$ cat src/rtl/bank_cmd_map.svh
// bank_cmd_map.svh: numeric constants of the multibank command checker
// assumes it is included by bare name from the package and design file
`ifndef BANK_CMD_MAP_SVH
`define BANK_CMD_MAP_SVH

// ----------------------------------------------------------------
// clock and timing
// ----------------------------------------------------------------
`define CLOCK_PERIOD_NS         50
`define PRECHARGE_TIME_NS       30
`define ACT_TO_COLUMN_DELAY_NS  30
`define WRITE_RECOVERY_TIME_NS  15
`define WRITE_TO_READ_CYC       2
`define SELFREFRESH_EXIT_NS     120
`define POWERDOWN_EXIT_NS       50
// least times round up to whole cycles, at least one
`define NS_TO_CYC(t) \
    ((((t) + `CLOCK_PERIOD_NS - 1) / `CLOCK_PERIOD_NS) < 1 ? 1 : \
     (((t) + `CLOCK_PERIOD_NS - 1) / `CLOCK_PERIOD_NS))

// ----------------------------------------------------------------
// command pin codes {ras_n, cas_n, we_n}
// ----------------------------------------------------------------
`define PINS_NOP        3'h7
`define PINS_ACTIVE     3'h3
`define PINS_READ       3'h5
`define PINS_WRITE      3'h4
`define PINS_PRECHARGE  3'h2
`define PINS_TERMINATE  3'h6
`define PINS_REFRESH    3'h1

// ----------------------------------------------------------------
// defaults
// ----------------------------------------------------------------
`define BURST_LEN_DEF           4
`define LATENCY_ROUNDED_UP_DEF  3

`endif

$ cat src/rtl/bank_cmd_pkg.sv
// bank_cmd_pkg: types shared by the multibank command checker
// assumes bank_cmd_map.svh is on the include path
`include "bank_cmd_map.svh"
package bank_cmd_pkg;
    typedef enum logic [6:0] {
        BANK_IDLE       = 7'h01,
        BANK_ACTIVATING = 7'h02,
        BANK_ACTIVE     = 7'h04,
        BANK_READ       = 7'h08,
        BANK_WRITE      = 7'h10,
        BANK_AP_ACCESS  = 7'h20,
        BANK_PRECHARGE  = 7'h40
    } bank_state_e;

    typedef enum logic [5:0] {
        CMD_NONE      = 6'h01,
        CMD_ACTIVE    = 6'h02,
        CMD_READ      = 6'h04,
        CMD_WRITE     = 6'h08,
        CMD_PRECHARGE = 6'h10,
        CMD_OTHER     = 6'h20
    } command_e;
endpackage

$ cat src/rtl/multibank_command_legality.sv
// multibank_command_legality: per-bank state tracker and alternate-bank
// command acceptance for a four-bank low-power dram command port
// assumes command pins come from the controller, asynchronous to clock_i
// assumes exit_pending_i stays high while an exit time still runs
// limitation: terminate, refresh and mode load are always refused
//
// Functional notes
// - chip select high is deselect, continue
// - all strobes high decodes no-operation
// - idle other bank accepts bank-legal command
// - row strobe alone decodes active
// - column strobe, write high decodes read
// - column strobe, write low decodes write
// - accept only with clock enable high twice
// - idle only after precharge time elapsed
// - row active after activate-to-column delay
// - read state until burst ends
// - write state until burst ends
// - read autoclose precharge starts after burst
// - write autoclose precharge after write recovery
// - access period runs until precharge starts
// - other banks accepted during autoclose access
// - row and write strobes decode precharge
`timescale 1ns/1ps
`default_nettype none
`include "bank_cmd_map.svh"

module multibank_command_legality #(
    parameter int BANKS              = 4,
    parameter int BURST_LEN          = `BURST_LEN_DEF,
    parameter int LATENCY_ROUNDED_UP = `LATENCY_ROUNDED_UP_DEF
) (
    input  wire logic                 clock_i,
    input  wire logic                 reset_i,
    input  wire logic                 clk_en_i,
    input  wire logic                 chip_sel_n_i,
    input  wire logic                 row_strobe_n_i,
    input  wire logic                 col_strobe_n_i,
    input  wire logic                 write_en_n_i,
    input  wire logic                 with_autoclose_i,
    input  wire logic [1:0]           bank_addr_i,
    input  wire logic                 exit_pending_i,
    output bank_cmd_pkg::command_e    command_o,
    output logic                      accepted_o,
    output logic                      illegal_o,
    output logic [BANKS-1:0]          bank_idle_o,
    output logic [BANKS-1:0]          bank_busy_o
);
    import bank_cmd_pkg::*;

    // ----------------------------------------------------------------
    // timing counts
    // ----------------------------------------------------------------
    localparam int PRE_CYC = `NS_TO_CYC(`PRECHARGE_TIME_NS);
    localparam int ACT_CYC = `NS_TO_CYC(`ACT_TO_COLUMN_DELAY_NS);
    localparam int WR_CYC  = `NS_TO_CYC(`WRITE_RECOVERY_TIME_NS);
    // double rate: a burst fills half its length in clock cycles
    localparam int HALF_BL = BURST_LEN / 2;
    // eight timer bits cover every period at this clock rate
    localparam int CW      = 8;

    // ----------------------------------------------------------------
    // pin synchronisers: two flops before any decode
    // ----------------------------------------------------------------
    logic [8:0] pins_meta;
    logic [8:0] pins_sync;
    logic       clk_en_prev;

    always_ff @(posedge clock_i) begin
        if (reset_i) begin
            // reset pattern reads as deselect with clock enable low
            pins_meta <= 9'h0f8;
            pins_sync <= 9'h0f8;
        end else begin
            pins_meta <= {clk_en_i, chip_sel_n_i, row_strobe_n_i,
                          col_strobe_n_i, write_en_n_i, with_autoclose_i,
                          bank_addr_i, exit_pending_i};
            pins_sync <= pins_meta;
        end
    end

    logic       s_cke;
    logic       s_cs_n;
    logic [2:0] s_pins;
    logic       s_ap;
    logic [1:0] s_bank;
    logic       s_exit;
    assign s_cke  = pins_sync[8];
    assign s_cs_n = pins_sync[7];
    assign s_pins = pins_sync[6:4];
    assign s_ap   = pins_sync[3];
    assign s_bank = pins_sync[2:1];
    assign s_exit = pins_sync[0];

    always_ff @(posedge clock_i) begin
        if (reset_i) begin
            clk_en_prev <= 1'b0;
        end else begin
            clk_en_prev <= s_cke;
        end
    end

    // ----------------------------------------------------------------
    // command decode
    // ----------------------------------------------------------------
    command_e next_cmd;
    logic     edge_valid;

    // exit times are still running while exit_pending is high
    assign edge_valid = clk_en_prev && s_cke && !s_exit;

    // terminate, refresh and mode load all fall to other
    always_comb begin
        next_cmd = CMD_NONE;
        if (s_cs_n) begin
            next_cmd = CMD_NONE;
        end else begin
            case (s_pins)
                `PINS_NOP:       next_cmd = CMD_NONE;
                `PINS_ACTIVE:    next_cmd = CMD_ACTIVE;
                `PINS_READ:      next_cmd = CMD_READ;
                `PINS_WRITE:     next_cmd = CMD_WRITE;
                `PINS_PRECHARGE: next_cmd = CMD_PRECHARGE;
                default:         next_cmd = CMD_OTHER;
            endcase
        end
    end

    // ----------------------------------------------------------------
    // per-bank state and legality
    // ----------------------------------------------------------------
    bank_state_e      state [BANKS];
    logic [CW-1:0]    timer [BANKS];
    logic [BANKS-1:0] legal_here;
    logic [BANKS-1:0] hit;
    logic [BANKS-1:0] take;
    logic             legal;

    genvar b;
    generate
        for (b = 0; b < BANKS; b++) begin : g_bank
            // the bank field is compared at its own width, so more than
            // four banks would need a wider address pin
            assign hit[b] = edge_valid && (s_bank == 2'(b));

            // target bank's own state decides; other banks never block
            always_comb begin
                legal_here[b] = 1'b0;
                case (state[b])
                    BANK_IDLE: begin
                        legal_here[b] = (next_cmd == CMD_ACTIVE) ||
                                        (next_cmd == CMD_PRECHARGE);
                    end
                    BANK_ACTIVE, BANK_READ, BANK_WRITE: begin
                        legal_here[b] = (next_cmd == CMD_READ) ||
                                        (next_cmd == CMD_WRITE) ||
                                        (next_cmd == CMD_PRECHARGE);
                    end
                    default: begin
                        legal_here[b] = 1'b0;
                    end
                endcase
            end

            assign take[b] = hit[b] && (next_cmd != CMD_NONE) &&
                             legal_here[b];

            // bank state: moves on a taken command or a spent timer
            always_ff @(posedge clock_i) begin
                if (reset_i) begin
                    state[b] <= BANK_IDLE;
                end else if (take[b]) begin
                    case (next_cmd)
                        CMD_ACTIVE: begin
                            state[b] <= BANK_ACTIVATING;
                        end
                        CMD_READ: begin
                            state[b] <= s_ap ? BANK_AP_ACCESS
                                             : BANK_READ;
                        end
                        CMD_WRITE: begin
                            state[b] <= s_ap ? BANK_AP_ACCESS
                                             : BANK_WRITE;
                        end
                        default: begin
                            state[b] <= BANK_PRECHARGE;
                        end
                    endcase
                end else if (timer[b] <= 8'h01) begin
                    case (state[b])
                        BANK_ACTIVATING: begin
                            state[b] <= BANK_ACTIVE;
                        end
                        BANK_READ, BANK_WRITE: begin
                            state[b] <= BANK_ACTIVE;
                        end
                        BANK_AP_ACCESS: begin
                            state[b] <= BANK_PRECHARGE;
                        end
                        BANK_PRECHARGE: begin
                            state[b] <= BANK_IDLE;
                        end
                        default: begin
                            state[b] <= state[b];
                        end
                    endcase
                end
            end

            // bank timer: loaded with the length of the period just begun
            always_ff @(posedge clock_i) begin
                if (reset_i) begin
                    timer[b] <= 8'h00;
                end else if (take[b]) begin
                    case (next_cmd)
                        CMD_ACTIVE: begin
                            timer[b] <= CW'(ACT_CYC);
                        end
                        CMD_READ: begin
                            // autoclose read: precharge begins where the
                            // earliest full-burst precharge would sit
                            timer[b] <= CW'(HALF_BL);
                        end
                        CMD_WRITE: begin
                            timer[b] <= s_ap
                                ? CW'(HALF_BL + 1 + WR_CYC)
                                : CW'(HALF_BL + 1);
                        end
                        default: begin
                            timer[b] <= CW'(PRE_CYC);
                        end
                    endcase
                end else if (timer[b] > 8'h01) begin
                    timer[b] <= timer[b] - 8'h01;
                end else if (state[b] == BANK_AP_ACCESS) begin
                    // access period over, the precharge period follows
                    timer[b] <= CW'(PRE_CYC);
                end else begin
                    timer[b] <= 8'h00;
                end
            end

            always_ff @(posedge clock_i) begin
                if (reset_i) begin
                    bank_idle_o[b] <= 1'b1;
                end else begin
                    bank_idle_o[b] <= (state[b] == BANK_IDLE);
                end
            end

            // busy covers every period that a same-bank command may not cut
            always_ff @(posedge clock_i) begin
                if (reset_i) begin
                    bank_busy_o[b] <= 1'b0;
                end else begin
                    bank_busy_o[b] <= (state[b] == BANK_AP_ACCESS) ||
                                      (state[b] == BANK_PRECHARGE) ||
                                      (state[b] == BANK_ACTIVATING);
                end
            end
        end
    endgenerate

    // any bank-legal command is taken even while other banks run an
    // autoclose access; timing spacing is the controller's job
    assign legal = legal_here[s_bank];

    // ----------------------------------------------------------------
    // status outputs
    // ----------------------------------------------------------------
    always_ff @(posedge clock_i) begin
        if (reset_i) begin
            command_o <= CMD_NONE;
        end else begin
            command_o <= edge_valid ? next_cmd : CMD_NONE;
        end
    end

    // pulses last one cycle; a held command pin gives one pulse per edge
    always_ff @(posedge clock_i) begin
        if (reset_i) begin
            accepted_o <= 1'b0;
            illegal_o  <= 1'b0;
        end else begin
            accepted_o <= edge_valid && next_cmd != CMD_NONE && legal;
            illegal_o  <= edge_valid && next_cmd != CMD_NONE &&
                          !legal;
        end
    end
endmodule
`default_nettype wire

$ cat config.mk
export PLATFORM = sky130hd
export DESIGN_NAME = multibank_command_legality
export DESIGN_NICKNAME = d
export VERILOG_FILES = /design/src/rtl/bank_cmd_pkg.sv /design/src/rtl/multibank_command_legality.sv
export VERILOG_INCLUDE_DIRS = /design/src /design/src/rtl
export SDC_FILE = /design/constraint.sdc
export NUM_CORES = 1
export LEC_CHECK = 0
export BUFFER_PORTS_ARGS = -buffer_cell sky130_fd_sc_hd__buf_2
export CAP_MARGIN = 30
export CORE_UTILIZATION = 55
export CTS_CLUSTER_DIAMETER = 50
export CTS_CLUSTER_SIZE = 8
export DETAILED_ROUTE_END_ITERATION = 10
export PLACE_DENSITY = 0.79
export SLEW_MARGIN = 20
export SYNTH_ARGS = -nofsm -noshare
export SYNTH_HDL_FRONTEND = slang
export SYNTH_SLANG_ARGS = --single-unit
$ cat constraint.sdc
create_clock -name clock_i -period 2.4 [get_ports clock_i]
set_clock_uncertainty 0.1 [all_clocks]
set_input_delay 0.12 -clock clock_i [delete_from_list [all_inputs] [get_ports clock_i]]
set_output_delay 0.12 -clock clock_i [all_outputs]
set_load 0.02 [all_outputs]
==> results summary, run 1 <==
The complex-gate fraction of the synthesized area is 0.0945. The share of cells above drive strength 1 is 0.227. The via count of the first global-routing pass came out at about 3700. The global-route wire length before repair came out at between 15000 and 20000 microns. The effective utilization at floorplan is 0.573. Counting both buffers and inverters, the worst setup path holds a total of 0. The endpoint identified for the worst register-to-register timing path is state[2][1]$_SDFFCE_PP0P_. The sequential cell area fraction in the yosys report came out at 0.526. The average vias per placed instance came out at around 5.7. The final global-route overflow total is 0. The maximum buffer depth of the clock tree is 2. The maximum level of the CTS H-tree came out at 3. Of the total synthesized cell area, the portion taken by AND, OR, NAND and NOR gates is 0.232. The max-capacitance violation count came out at 0. The worst setup path is captured at a register.

The total of fill cells in the finished design is between 600 and 700. The number of clock sinks came out at 95. The chip height came out at about 95 microns. The worst hold path belongs to the class register to register.

The first routing iteration left around 250 violations. The all-layer global routing usage is 0.256. After synthesis, the netlist uses 60 different library cells. The net count of the finished layout came out at 583. Of the total synthesized cell area, the portion taken by XOR and XNOR cells is 0.0663. STA classifies the critical path startpoint as a register. Summed over all nets, the half-perimeter wirelength after detailed placement is approximately 7200 microns. The tree is rooted in a sky130_fd_sc_hd__clkbuf_8. The area of the core came out at about 0.0083 sq mm. The family with the most delay on the worst path is simple AND/OR/NAND/NOR gates. The cell area power density came out at slightly below 600 mW/mm^2. The number of warnings reported in the yosys synthesis log is 0.

After synthesis the cells add up to between 0.004 and 0.005 sq mm. The critical path starts at timer[2][5]$_SDFFCE_PP0P_. The total CTS buffers came out at 9.

The later-pin clock latency in the skew report is approximately 0.36 ns. For this run, design rule violations remaining after detail routing come to 0. The slowest stage of the critical path belongs to the cell sky130_fd_sc_hd__or4_4. The signal on the critical path passes through or4_4 > or4_4 > or3_1 > mux2i_1. The largest fanout of any net on the critical path came out at 4. Power comes to approximately 3400 uW. The reported leakage power came out at around 0.0023 uW.

The growth of design area from synthesis to finish is 23.0%. The CTS clock-pin slew for the worst setup and hold paths came out at roughly 0.090 ns. The average size of a mapped cell came out at between 10 and 15 sq um. The die footprint came out at ~0.0090 sq mm.

The critical path data required time came out at 2.49 ns. The number of max-slew violations in the final report is 0. The cell that appears most often on the critical path is sky130_fd_sc_hd__or4_4. The part of the cycle the worst path needs came out at 0.978. The routed layout has 3867 vias.

The number of port buffers came out at 26. Among all flip-flop cells after synthesis, the most frequent one is sky130_fd_sc_hd__edfxtp_1. The share of synthesized registers carrying an async set or reset is 0.

Setup slack on the worst reg-to-reg path comes out at about 0.052 ns. The critical path is of the register to register type. The depth of the worst register-to-register path is 4.

In the final timing run, aggregate negative setup slack is 0 ns. For this design the top-level I/O count stands at 27. The final number of hold-violating endpoints is 0. Subtracting the final worst setup slack from the clock period gives ~2.3 ns. The worst endpoint data arrival time is 2.44 ns. The post-placement cell area came out at about 0.0054 sq mm. By area, the combinational part of the netlist is dominated by simple AND/OR/NAND/NOR gates. The cell row count came out at 33. The flow ran to the end, and the final reports show no timing, DRC or antenna violations. The number of antenna violations at the first check in global routing came out at 0. The library cell used most frequently in the layout, excluding fill and tap cells, is sky130_fd_sc_hd__edfxtp_1. The maximum vdd ir drop came out at between 0.0004 and 0.0005 V. The highest clock frequency the design can meet came out at around 430 MHz. The final setup violation count is 0.

Entering global routing, the biggest net connects 27 pins. The number of enable flip-flop cells after synthesis came out at 60. The share of synthesized area spent on multiplexers is 0.0271. The sequential standard cell area is ~0.0025 sq mm. The final wirelength came out at 10300 microns. The startpoint identified for the worst register-to-register timing path is timer[2][5]$_SDFFCE_PP0P_. The area occupied by multi-input gates is ~0.0023 sq mm.

In this run the worst setup path terminates at state[2][1]$_SDFFCE_PP0P_. The synthesized-area fraction occupied by adder cells is 0.0211. The count of TritonRoute iterations in the first routing pass is 5. Routability-driven placement finished with a final weighted congestion of 0.893. In the synthesized netlist, the number of instances is about 460. The number of stages on the worst setup path is 4. The number of flip-flops and latches in the synthesized netlist is 95. The die extent in x is approximately 95 microns. The worst hold slack is approximately 0.32 ns.

The delay of the slowest critical-path stage is 0.57 ns. TritonCTS built the clock tree. The antenna diode count is 0. In the layout the commonest cells are sky130_fd_sc_hd__edfxtp_1, sky130_fd_sc_hd__buf_4, sky130_fd_sc_hd__nor2_1. After detailed routing, the average wire length per cell comes to roughly 15 microns.

The count of nets left with antenna violations once routing finished came out at 0. After routing the design area is a little under 0.006 sq mm.
cell usage after synthesis (2+ instances only):
cell type | n | share of area
sky130_fd_sc_hd__edfxtp_1 | 60 | 0.38
sky130_fd_sc_hd__nor2_1 | 45 | 0.036
sky130_fd_sc_hd__dfxtp_1 | 35 | 0.15
sky130_fd_sc_hd__nor3_1 | 27 | 0.028
sky130_fd_sc_hd__nor4_1 | 26 | 0.034
sky130_fd_sc_hd__nand2_1 | 21 | 0.017
sky130_fd_sc_hd__o21ai_0 | 21 | 0.022
sky130_fd_sc_hd__clkbuf_1 | 18 | 0.014
sky130_fd_sc_hd__xnor2_1 | 18 | 0.033
sky130_fd_sc_hd__xor2_1 | 18 | 0.033
sky130_fd_sc_hd__inv_1 | 16 | 0.013
sky130_fd_sc_hd__or3_1 | 14 | 0.018
sky130_fd_sc_hd__nor2b_1 | 12 | 0.016
sky130_fd_sc_hd__or2_2 | 12 | 0.016
sky130_fd_sc_hd__or4_1 | 9 | 0.014
sky130_fd_sc_hd__ha_1 | 8 | 0.021
sky130_fd_sc_hd__mux2i_1 | 8 | 0.017
sky130_fd_sc_hd__nand3_1 | 7 | 0.0074
sky130_fd_sc_hd__a21oi_1 | 6 | 0.0063
sky130_fd_sc_hd__nor4b_1 | 5 | 0.0092
sky130_fd_sc_hd__o2111ai_1 | 5 | 0.0092
sky130_fd_sc_hd__o22ai_1 | 5 | 0.0066
sky130_fd_sc_hd__nand4b_1 | 4 | 0.0074
sky130_fd_sc_hd__o211ai_1 | 4 | 0.0063
sky130_fd_sc_hd__and3_1 | 3 | 0.0039
sky130_fd_sc_hd__mux2_2 | 3 | 0.0071
sky130_fd_sc_hd__o221ai_1 | 3 | 0.0055
sky130_fd_sc_hd__a21boi_0 | 2 | 0.0032
sky130_fd_sc_hd__a21o_1 | 2 | 0.0032
sky130_fd_sc_hd__nand2b_1 | 2 | 0.0026
sky130_fd_sc_hd__nand3b_1 | 2 | 0.0032
sky130_fd_sc_hd__o2111a_1 | 2 | 0.0047
sky130_fd_sc_hd__o21a_1 | 2 | 0.0032
sky130_fd_sc_hd__o21ai_1 | 2 | 0.0021
sky130_fd_sc_hd__o31a_1 | 2 | 0.0037
sky130_fd_sc_hd__o41ai_1 | 2 | 0.0037
power by group:
group | total, uW | leakage (uW) | switching (uW) | internal [uW]
Clock | 1190 | 0.000113 | 565 | 620
Combinational | 364 | 0.00127 | 189 | 175
Sequential | 1890 | 0.000890 | 68.3 | 1820
flip-flops by register name, indices dropped and copies added (netlist names):
signal,flops
accepted_o,1
bank_busy_o,4
bank_idle_o,4
clk_en_prev,1
command_o,6
illegal_o,1
pins_meta,9
pins_sync,9
state,28
timer,32
metrics by stage:
stage | std cells | worst slack (ns) | util
global route | 674 | -0.00273 | 0.704
finish | 674 | 0.0524 | 0.704
detailed placement | 642 | -0.00665 | 0.651
floorplan | 486 | 0.0149 | -
global placement | 642 | 0.0529 | 0.651
CTS | 671 | 0.00460 | 0.695
cell families (layout without fill, tap and decap cells):
| group | after synthesis | count (layout) |
|---|---|---|
| buffers and inverters | 38 | 121 |
| adders and majority gates | 8 | 8 |
| xor gates and xnor gates | 36 | 36 |
| DFF | 95 | 95 |
| AOI/OAI and AO/OA | 66 | 66 |
| muxes | 12 | 12 |
| other | 1 | 32 |
| and+or+nand+nor | 199 | 199 |
worst min path at each step:
stage	to	start	slack [ns]	cells past startpoint
detailed placement	pins_meta[6]$_SDFF_PP1_	row_strobe_n_i	0.20	2
finish	pins_sync[7]$_SDFF_PP1_	pins_meta[7]$_SDFF_PP1_	0.32	1
floorplan	pins_meta[3]$_SDFF_PP1_	with_autoclose_i	0.12	1
global placement	pins_meta[6]$_SDFF_PP1_	row_strobe_n_i	0.20	2
CTS	pins_sync[5]$_SDFF_PP1_	pins_meta[5]$_SDFF_PP1_	0.32	1
global route	pins_sync[7]$_SDFF_PP1_	pins_meta[7]$_SDFF_PP1_	0.33	1
routing by layer:
layer	routed length, microns	vias up	part of all wire	track usage
li1	-	1877	-	-
met1	4500	1817	0.44	0.335
met2	5050	148	0.49	0.427
met3	566	25	0.055	0.0330
met4	221	0	0.021	0.105
met5	0	-	0	0
cell type report:
type,count,share of cell area
Clock buffer,10,0.0235
Clock inverter,6,0.0161
Inverter,17,0.0109
Multi-Input combinational cell,353,0.391
Sequential cell,95,0.428
Tap cell,105,0.0225
Timing Repair Buffer,88,0.107
timing repair:
item / in CTS / in global routing
endpoints found under the hold margin: 11 / 0
buffers inserted: 0 / 3
endpoints found under the setup margin: 9 / 36
pin swaps: 0 / 2
hold buffers: 13 / 0
resized for setup: 3 / 12
No activity file was read; power rests on OpenSTA's default activity.
==> run 2: changes to the inputs <==
--- a/config.mk
+++ b/config.mk
@@ -8,11 +8,12 @@
 export LEC_CHECK = 0
 export BUFFER_PORTS_ARGS = -buffer_cell sky130_fd_sc_hd__buf_2
 export CAP_MARGIN = 30
-export CORE_UTILIZATION = 55
+export CORE_UTILIZATION = 61
 export CTS_CLUSTER_DIAMETER = 50
 export CTS_CLUSTER_SIZE = 8
 export DETAILED_ROUTE_END_ITERATION = 10
-export PLACE_DENSITY = 0.79
+export PLACE_DENSITY = 0.83
+export SETUP_SLACK_MARGIN = 0.15
 export SLEW_MARGIN = 20
 export SYNTH_ARGS = -nofsm -noshare
 export SYNTH_HDL_FRONTEND = slang
==> constraint.sdc (replaced) <==
create_clock -name clock_i -period 2.2 [get_ports clock_i]
set_clock_uncertainty 0.1 [all_clocks]
set_input_delay 0.11 -clock clock_i [delete_from_list [all_inputs] [get_ports clock_i]]
set_output_delay 0.11 -clock clock_i [all_outputs]
set_load 0.02 [all_outputs]
==> results summary, run 2 (same netlist as run 1, synthesis figures left out) <==
The later-pin clock latency in the skew report is approximately 0.37 ns. The die extent in x came out at roughly 90 microns. The category of the critical setup timing path is register to register.

Across all hold checks on the routed design, the worst slack comes to ~0.12 ns. The part of the cycle the worst path needs came out at 1.13. The number of placed instances, taps included, is roughly 670. The library cell used most frequently in the layout, excluding fill and tap cells, is sky130_fd_sc_hd__buf_4. The number of cells on the worst reg-to-reg path is 6. The tree built by TritonCTS fans out to 95 sinks. The area of the core came out at 0.00741 sq mm.

Prior to clock tree synthesis, the placed netlist has a worst setup slack of -0.117 ns. The clock tree from TritonCTS is built. The hold path endpoint is command_o[3]$_SDFF_PP0_. The cell row count is 31. The worst endpoint data arrival time came out at around 2.5 ns.

The highest clock frequency the design can meet is slightly above 400 MHz. The via count of the first global-routing pass is about 4200. In this run the critical register-to-register path is launched from state[2][2]$_SDFFCE_PP0P_.

The post-route antenna net violation count is 0. The run finished, with violations left. In this run the tool buffered the top-level ports with 26 buffer cells.

The antenna diode count came out at 0. The actual slew at the worst max-slew pin is roughly 0.62 ns. The number of design rule violations left after detail routing came out at 0.

The average vias per placed instance came out at ~6.7. Dividing total power by cell area gives a power density of about 580 mW/mm^2. Setup repair after global routing could not meet its margin everywhere.

The total number of vias is 4803. The CTS clock-pin slew for the worst setup and hold paths is 0.10 ns. The final reports fail on negative setup slack. Global routing finished with a remaining overflow of 0. The I/O pin count is 27. The count of cells in the finished layout, fillers not included, comes to just over 700. The maximum level of the CTS H-tree came out at 3.

The weighted congestion reported at the end of routability-driven placement is roughly 0.9. The library cells used most frequently in the layout, excluding fill and tap cells, are sky130_fd_sc_hd__buf_4, sky130_fd_sc_hd__edfxtp_1, sky130_fd_sc_hd__nor2_1. The wire-length estimate of the detail-placed layout is roughly 7800 microns. Setup slack on the critical path of the routed design comes to -0.279 ns. Of all nets on the critical path, the largest fanout is 6. In this run the critical register-to-register path is captured at timer[2][1]$_SDFFCE_PP0P_. The number of flip-flops in the largest register came out at 32. The final number of hold-violating endpoints came out at 0. IR analysis of the VDD net gives a maximum drop of approximately 0.00047 V.

The worst path in the final design needs a cycle of between 2 and 2.5 ns, including I/O delays and setup. The reported leakage power came out at ~0.0026 uW. The classification of the worst-slack hold path is input port to register. Along the worst hold path, the cell count comes to 3.

In the final timing run, aggregate negative setup slack is -7.29 ns. The max-capacitance violation count is 0. The growth of design area from synthesis to finish is 39.0%. The count of TritonRoute iterations in the first routing pass is 5. The maximum buffer depth of the clock tree is 2.

The number of antenna violations at the first check in global routing was 0. The total CTS buffers came out at 9. The routed design has between 15000 and 20000 microns of wire.

The effective utilization at floorplan came out at 0.642. The final setup violation count came out at 67. In the global route stage, overall resource usage came out at 0.319. In this run, the number of DRC markers left after iteration 0 of detailed routing was approximately 420.

The chip height is roughly 90 microns. Clock tree synthesis selected as its root buffer the cell sky130_fd_sc_hd__clkbuf_8. The number of max-slew violations in the final report was 0.

The slack of the worst reg-to-reg path is -0.28 ns. The endpoint class of the critical path is a register. In the final layout, the share of cells above drive strength 1 is 0.394. The die footprint came out at roughly 0.008 sq mm. The global-route wire length before repair is approximately 20000 microns. The net count of the finished layout is about 640.

The worst slew margin relative to its limit is 0.587. Counting flops per register, the top entry is timer. In this run the most critical hold path is launched from reset_i.

STA classifies the critical path startpoint as a register. The largest registers in the layout are timer x32, state x28. The mean routed wirelength per cell is 22.3 microns. The critical path data required time came out at between 2 and 2.5 ns. The largest net degree at the start of global routing came out at between 50 and 60.
## run 2: changes by cell type in the layout (fill, tap and decap cells not counted), moves of 7 or more
cell,delta
sky130_fd_sc_hd__buf_6,+13
sky130_fd_sc_hd__o21ai_0,-8
sky130_fd_sc_hd__buf_4,+44
sky130_fd_sc_hd__nor2_1,-10
sky130_fd_sc_hd__nor3_1,-9
sky130_fd_sc_hd__nor3_2,+7
## run 2: final cells by class
class	count	area [sq um]
Clock buffer	10	138
Clock inverter	6	67.6
Fill cell	299	800
Inverter	17	63.8
Multi-Input combinational cell	353	2650
Sequential cell	95	2510
Tap cell	99	124
Timing Repair Buffer	141	1060
## run 2: where the power goes
| group | total [uW] | switching (uW) | internal [uW] |
|---|---|---|---|
| Combinational | 556 | 304 | 252 |
| Sequential | 2070 | 80.0 | 1990 |
| Clock | 1220 | 656 | 561 |
## run 2: how the worst max path moves through the flow
stage                                    from                         to  slack (ns)  cells past startpoint
floorplan             pins_sync[6]$_SDFF_PP1_  timer[2][1]$_SDFFCE_PP0P_       -0.10                      6
global placement      pins_sync[6]$_SDFF_PP1_  state[2][3]$_SDFFCE_PP0P_       -0.07                      5
detailed placement    pins_sync[6]$_SDFF_PP1_  state[2][2]$_SDFFCE_PP0P_       -0.12                      5
CTS                   pins_sync[6]$_SDFF_PP1_  timer[2][1]$_SDFFCE_PP0P_       -0.03                      5
global route        state[2][2]$_SDFFCE_PP0P_  timer[2][1]$_SDFFCE_PP0P_       -0.28                      6
finish              state[2][2]$_SDFFCE_PP0P_  timer[2][1]$_SDFFCE_PP0P_       -0.28                      6
## run 2: layer usage
layer | share of wire | global-route usage
met4 | 0.060 | 0.161
met2 | 0.48 | 0.552
met5 | 0 | 0
met1 | 0.35 | 0.382
met3 | 0.11 | 0.0581
## run 2: worst max-delay path, stage by stage (launching register included)
cell,delay (ns)
sky130_fd_sc_hd__edfxtp_1,0.46
sky130_fd_sc_hd__buf_4,0.19
sky130_fd_sc_hd__o21ai_0,0.25
sky130_fd_sc_hd__o21ai_1,0.17
sky130_fd_sc_hd__o31a_1,0.33
sky130_fd_sc_hd__or3_4,0.41
sky130_fd_sc_hd__mux2_4,0.32
## run 2: stage by stage
stage | power (uW) | util | area [sq um]
detailed placement | 2520 | 0.773 | 5730
CTS | 3720 | 0.850 | 6300
global placement | 2490 | 0.773 | 5730
finish | 3840 | 0.892 | 6610
floorplan | 2360 | - | 5020
global route | 3950 | 0.892 | 6610
## run 2: repair_timing
action	in CTS	in global routing
cloned	0	0
pin swaps	18	24
endpoints found under the setup margin	82	89
gates resized for setup	36	55
setup buffers	15	15
hold buffers	9	0
endpoints found under the hold margin	9	0
==> run 3: changes to the inputs <==
--- a/config.mk
+++ b/config.mk
@@ -8,10 +8,12 @@
 export LEC_CHECK = 0
 export BUFFER_PORTS_ARGS = -buffer_cell sky130_fd_sc_hd__buf_2
 export CAP_MARGIN = 30
+export CORE_MARGIN = 2
 export CORE_UTILIZATION = 61
 export CTS_CLUSTER_DIAMETER = 50
 export CTS_CLUSTER_SIZE = 8
 export DETAILED_ROUTE_END_ITERATION = 10
+export GPL_ROUTABILITY_DRIVEN = 0
 export PLACE_DENSITY = 0.83
 export SETUP_SLACK_MARGIN = 0.15
 export SLEW_MARGIN = 20
==> results summary, run 3 (same netlist as run 1, synthesis figures left out) <==
The run finished, with violations left. The checks that failed: negative setup slack. For this run, global-route usage on met3 was measured as 0.0452. The first global-routing pass estimated around 20000 microns of wire. The number of port buffers is 26.

The worst setup slack after placement is -0.0975 ns. STA classifies the critical path startpoint as a register. The slack of the worst reg-to-reg path is -0.16 ns.

Clock-pin slew was measured on the worst setup and hold paths at ~0.1 ns. The highest-delay cell along the critical path is sky130_fd_sc_hd__or3b_4. The final setup violation count is a little under 70. Dividing total power by cell area gives a power density of between 500 and 600 mW/mm^2. For this run, global-route usage on met1 was measured as 0.360. The worst slew margin relative to its limit is 0.663. The largest registers in the layout are timer x32, state x28. The area of the core is 0.00765 sq mm. The count of nets left with antenna violations once routing finished came out at 0. The met2 track demand over resource came out at 0.540. Dividing the final minimum period by the clock period gives 1.07. The worst setup path is captured at a register. The number of antenna violations at the first check in global routing was 0. Leaving out fill and tap cells, the most frequent cell in the layout is sky130_fd_sc_hd__buf_4.

The slack of the critical path is -0.162 ns. The maximum vdd ir drop came out at 0.000476 V. The number of design rule violations left after detail routing is 0. For this run the aggregate overflow at the end of global routing stands at 0. The number of antenna diodes in the final layout is 0. The max-capacitance violation count came out at 0. In this run the cell area measured after placement is 0.00577 sq mm.

The reported leakage power is 0.00264 uW. In this run the deepest clock path goes through 2 buffers. For this run, the post-layout net count is 637. The worst hold slack came out at approximately 0.32 ns.

Wires add up to between 15000 and 20000 microns. The final design instance area without fill is roughly 0.0068 sq mm. The register ranked first by flip-flop count is timer. The final critical delay including setup and external delays is 2.36 ns. Counting the buffers created by CTS gives 9.

The post-detailed-placement half-perimeter wirelength is approximately 7600 microns. The number of max-slew violations in the final report is 0. At the later pin of the worst-skew pair, clock insertion delay measures ~0.37 ns.

The cell row count is 32. The global-route layer with the greatest usage is met2. Setup repair after global routing could not meet its margin everywhere. The signal on the critical path passes through or3b_4 > a21o_4 > o31a_1 > or3_4 > buf_4 > nor4_1. The mean routed wirelength per cell came out at between 20 and 25 microns.

Clock tree synthesis selected as its root buffer the cell sky130_fd_sc_hd__clkbuf_8. The number of flip-flops in the largest register is 32. The number of clock sinks came out at between 90 and 100. In the final layout, the share of cells above drive strength 1 is 0.401. The growth of design area from synthesis to finish came out at 42.4%. Summed over all failing endpoints, the final setup total negative slack is -3.54 ns. The largest net degree at the start of global routing is 32.

The largest fanout of any net on the critical path came out at 6. The classification of the worst-slack hold path is register to register. In this design, the stage delay of the slowest critical-path cell is 0.41 ns.

The average vias per placed instance came out at roughly 6.4. The critical path data required time is 2.27 ns. The count of TritonRoute iterations in the first routing pass is 8. The die footprint came out at between 0.008 and 0.009 sq mm.

The actual slew at the worst max-slew pin is roughly 0.50 ns. The all-layer global routing usage is 0.304. TritonCTS built the clock tree. The via count of the first global-routing pass came out at between 4000 and 5000. For this configuration, the core starts out at a cell density of 0.622. Derived from the worst setup path, the maximum achievable clock frequency is about 420 MHz. The DRC marker count from the first detailed-route iteration is about 500.

The total number of vias came out at between 4000 and 5000. The final number of hold-violating endpoints came out at 0. The die extent in x came out at slightly above 90 microns.

The critical path in this run is classified as register to register. The top cell types in the final layout, fill and taps aside, are sky130_fd_sc_hd__buf_4, sky130_fd_sc_hd__edfxtp_1, sky130_fd_sc_hd__dfxtp_1. The worst endpoint data arrival time came out at ~2.4 ns. The chip height is slightly above 90 microns. Pin placement for this block handled 27 I/O pins. The H-tree was split into 3 levels.
==> run 3: cell count changes in the layout (fill, tap and decap cells not counted), moves of 2 or more <==
cell,before,now
sky130_fd_sc_hd__buf_6,13,15
sky130_fd_sc_hd__nor4_2,5,13
sky130_fd_sc_hd__nor4b_1,2,4
sky130_fd_sc_hd__o21ai_1,7,4
sky130_fd_sc_hd__bufinv_16,1,3
sky130_fd_sc_hd__nor4_1,19,10
sky130_fd_sc_hd__o21ai_2,3,5
sky130_fd_sc_hd__buf_4,93,88
sky130_fd_sc_hd__nor2_1,34,32
sky130_fd_sc_hd__nor4b_2,3,1
sky130_fd_sc_hd__clkinvlp_4,2,0
sky130_fd_sc_hd__nor2_4,4,6
sky130_fd_sc_hd__buf_8,0,2
==> run 3: final cells by class <==
class	count	area, sq um
repair buffers	142	1110
flip-flops and latches	95	2500
clock buffers	10	128
well taps	102	128
clock inverters	6	108
fillers	287	880
inverters	17	63.8
multi-input cells	353	2730
==> run 3: path summary, 6_finish.rpt <==
check,start,to,cells after the start
min reg2reg,pins_meta[6]$_SDFF_PP1_,pins_sync[6]$_SDFF_PP1_,1
max reg2reg,pins_sync[6]$_SDFF_PP1_,state[2][4]$_SDFFCE_PP0P_,6
min,pins_meta[6]$_SDFF_PP1_,pins_sync[6]$_SDFF_PP1_,1
max,pins_sync[6]$_SDFF_PP1_,state[2][4]$_SDFFCE_PP0P_,6
==> run 3: power breakdown <==
group          internal [uW]  switching [uW]
combinational            258             303
clock                    755             624
sequential              1990            79.5
total                   3000            1010
==> run 3: through the flow <==
stage	util	total power, uW	std cells
3_3_place_gp	0.754	2490	674
3_5_place_dp	0.754	2520	674
4_1_cts	0.835	3880	712
6_report	0.885	4010	725
5_1_grt	0.885	4110	725
2_1_floorplan	-	2360	486
==> run 3: critical path: cells and delay by family (launching register included) <==
kind	cells	cell delay (ns)
AOI/OAI and AO/OA	2	0.52
buffers and inverters	1	0.16
DFF	1	0.35
and+or+nand+nor	3	1.03
==> run 3: what timing repair did <==
action                                  in CTS  in global routing
endpoints found under the setup margin      81                 85
hold buffers                                10                  0
endpoints found under the hold margin       11                  0
gates cloned                                 0                  0
pin swaps                                   18                 22
setup buffers                               12                 13
gates resized for setup                     46                 62
==> run 3: per-layer routing <==
layer | up-vias | routed length (microns)
met5 | - | 0
met4 | 0 | 948
met3 | 105 | 1270
met2 | 351 | 7600
met1 | 2177 | 5780
li1 | 1977 | -
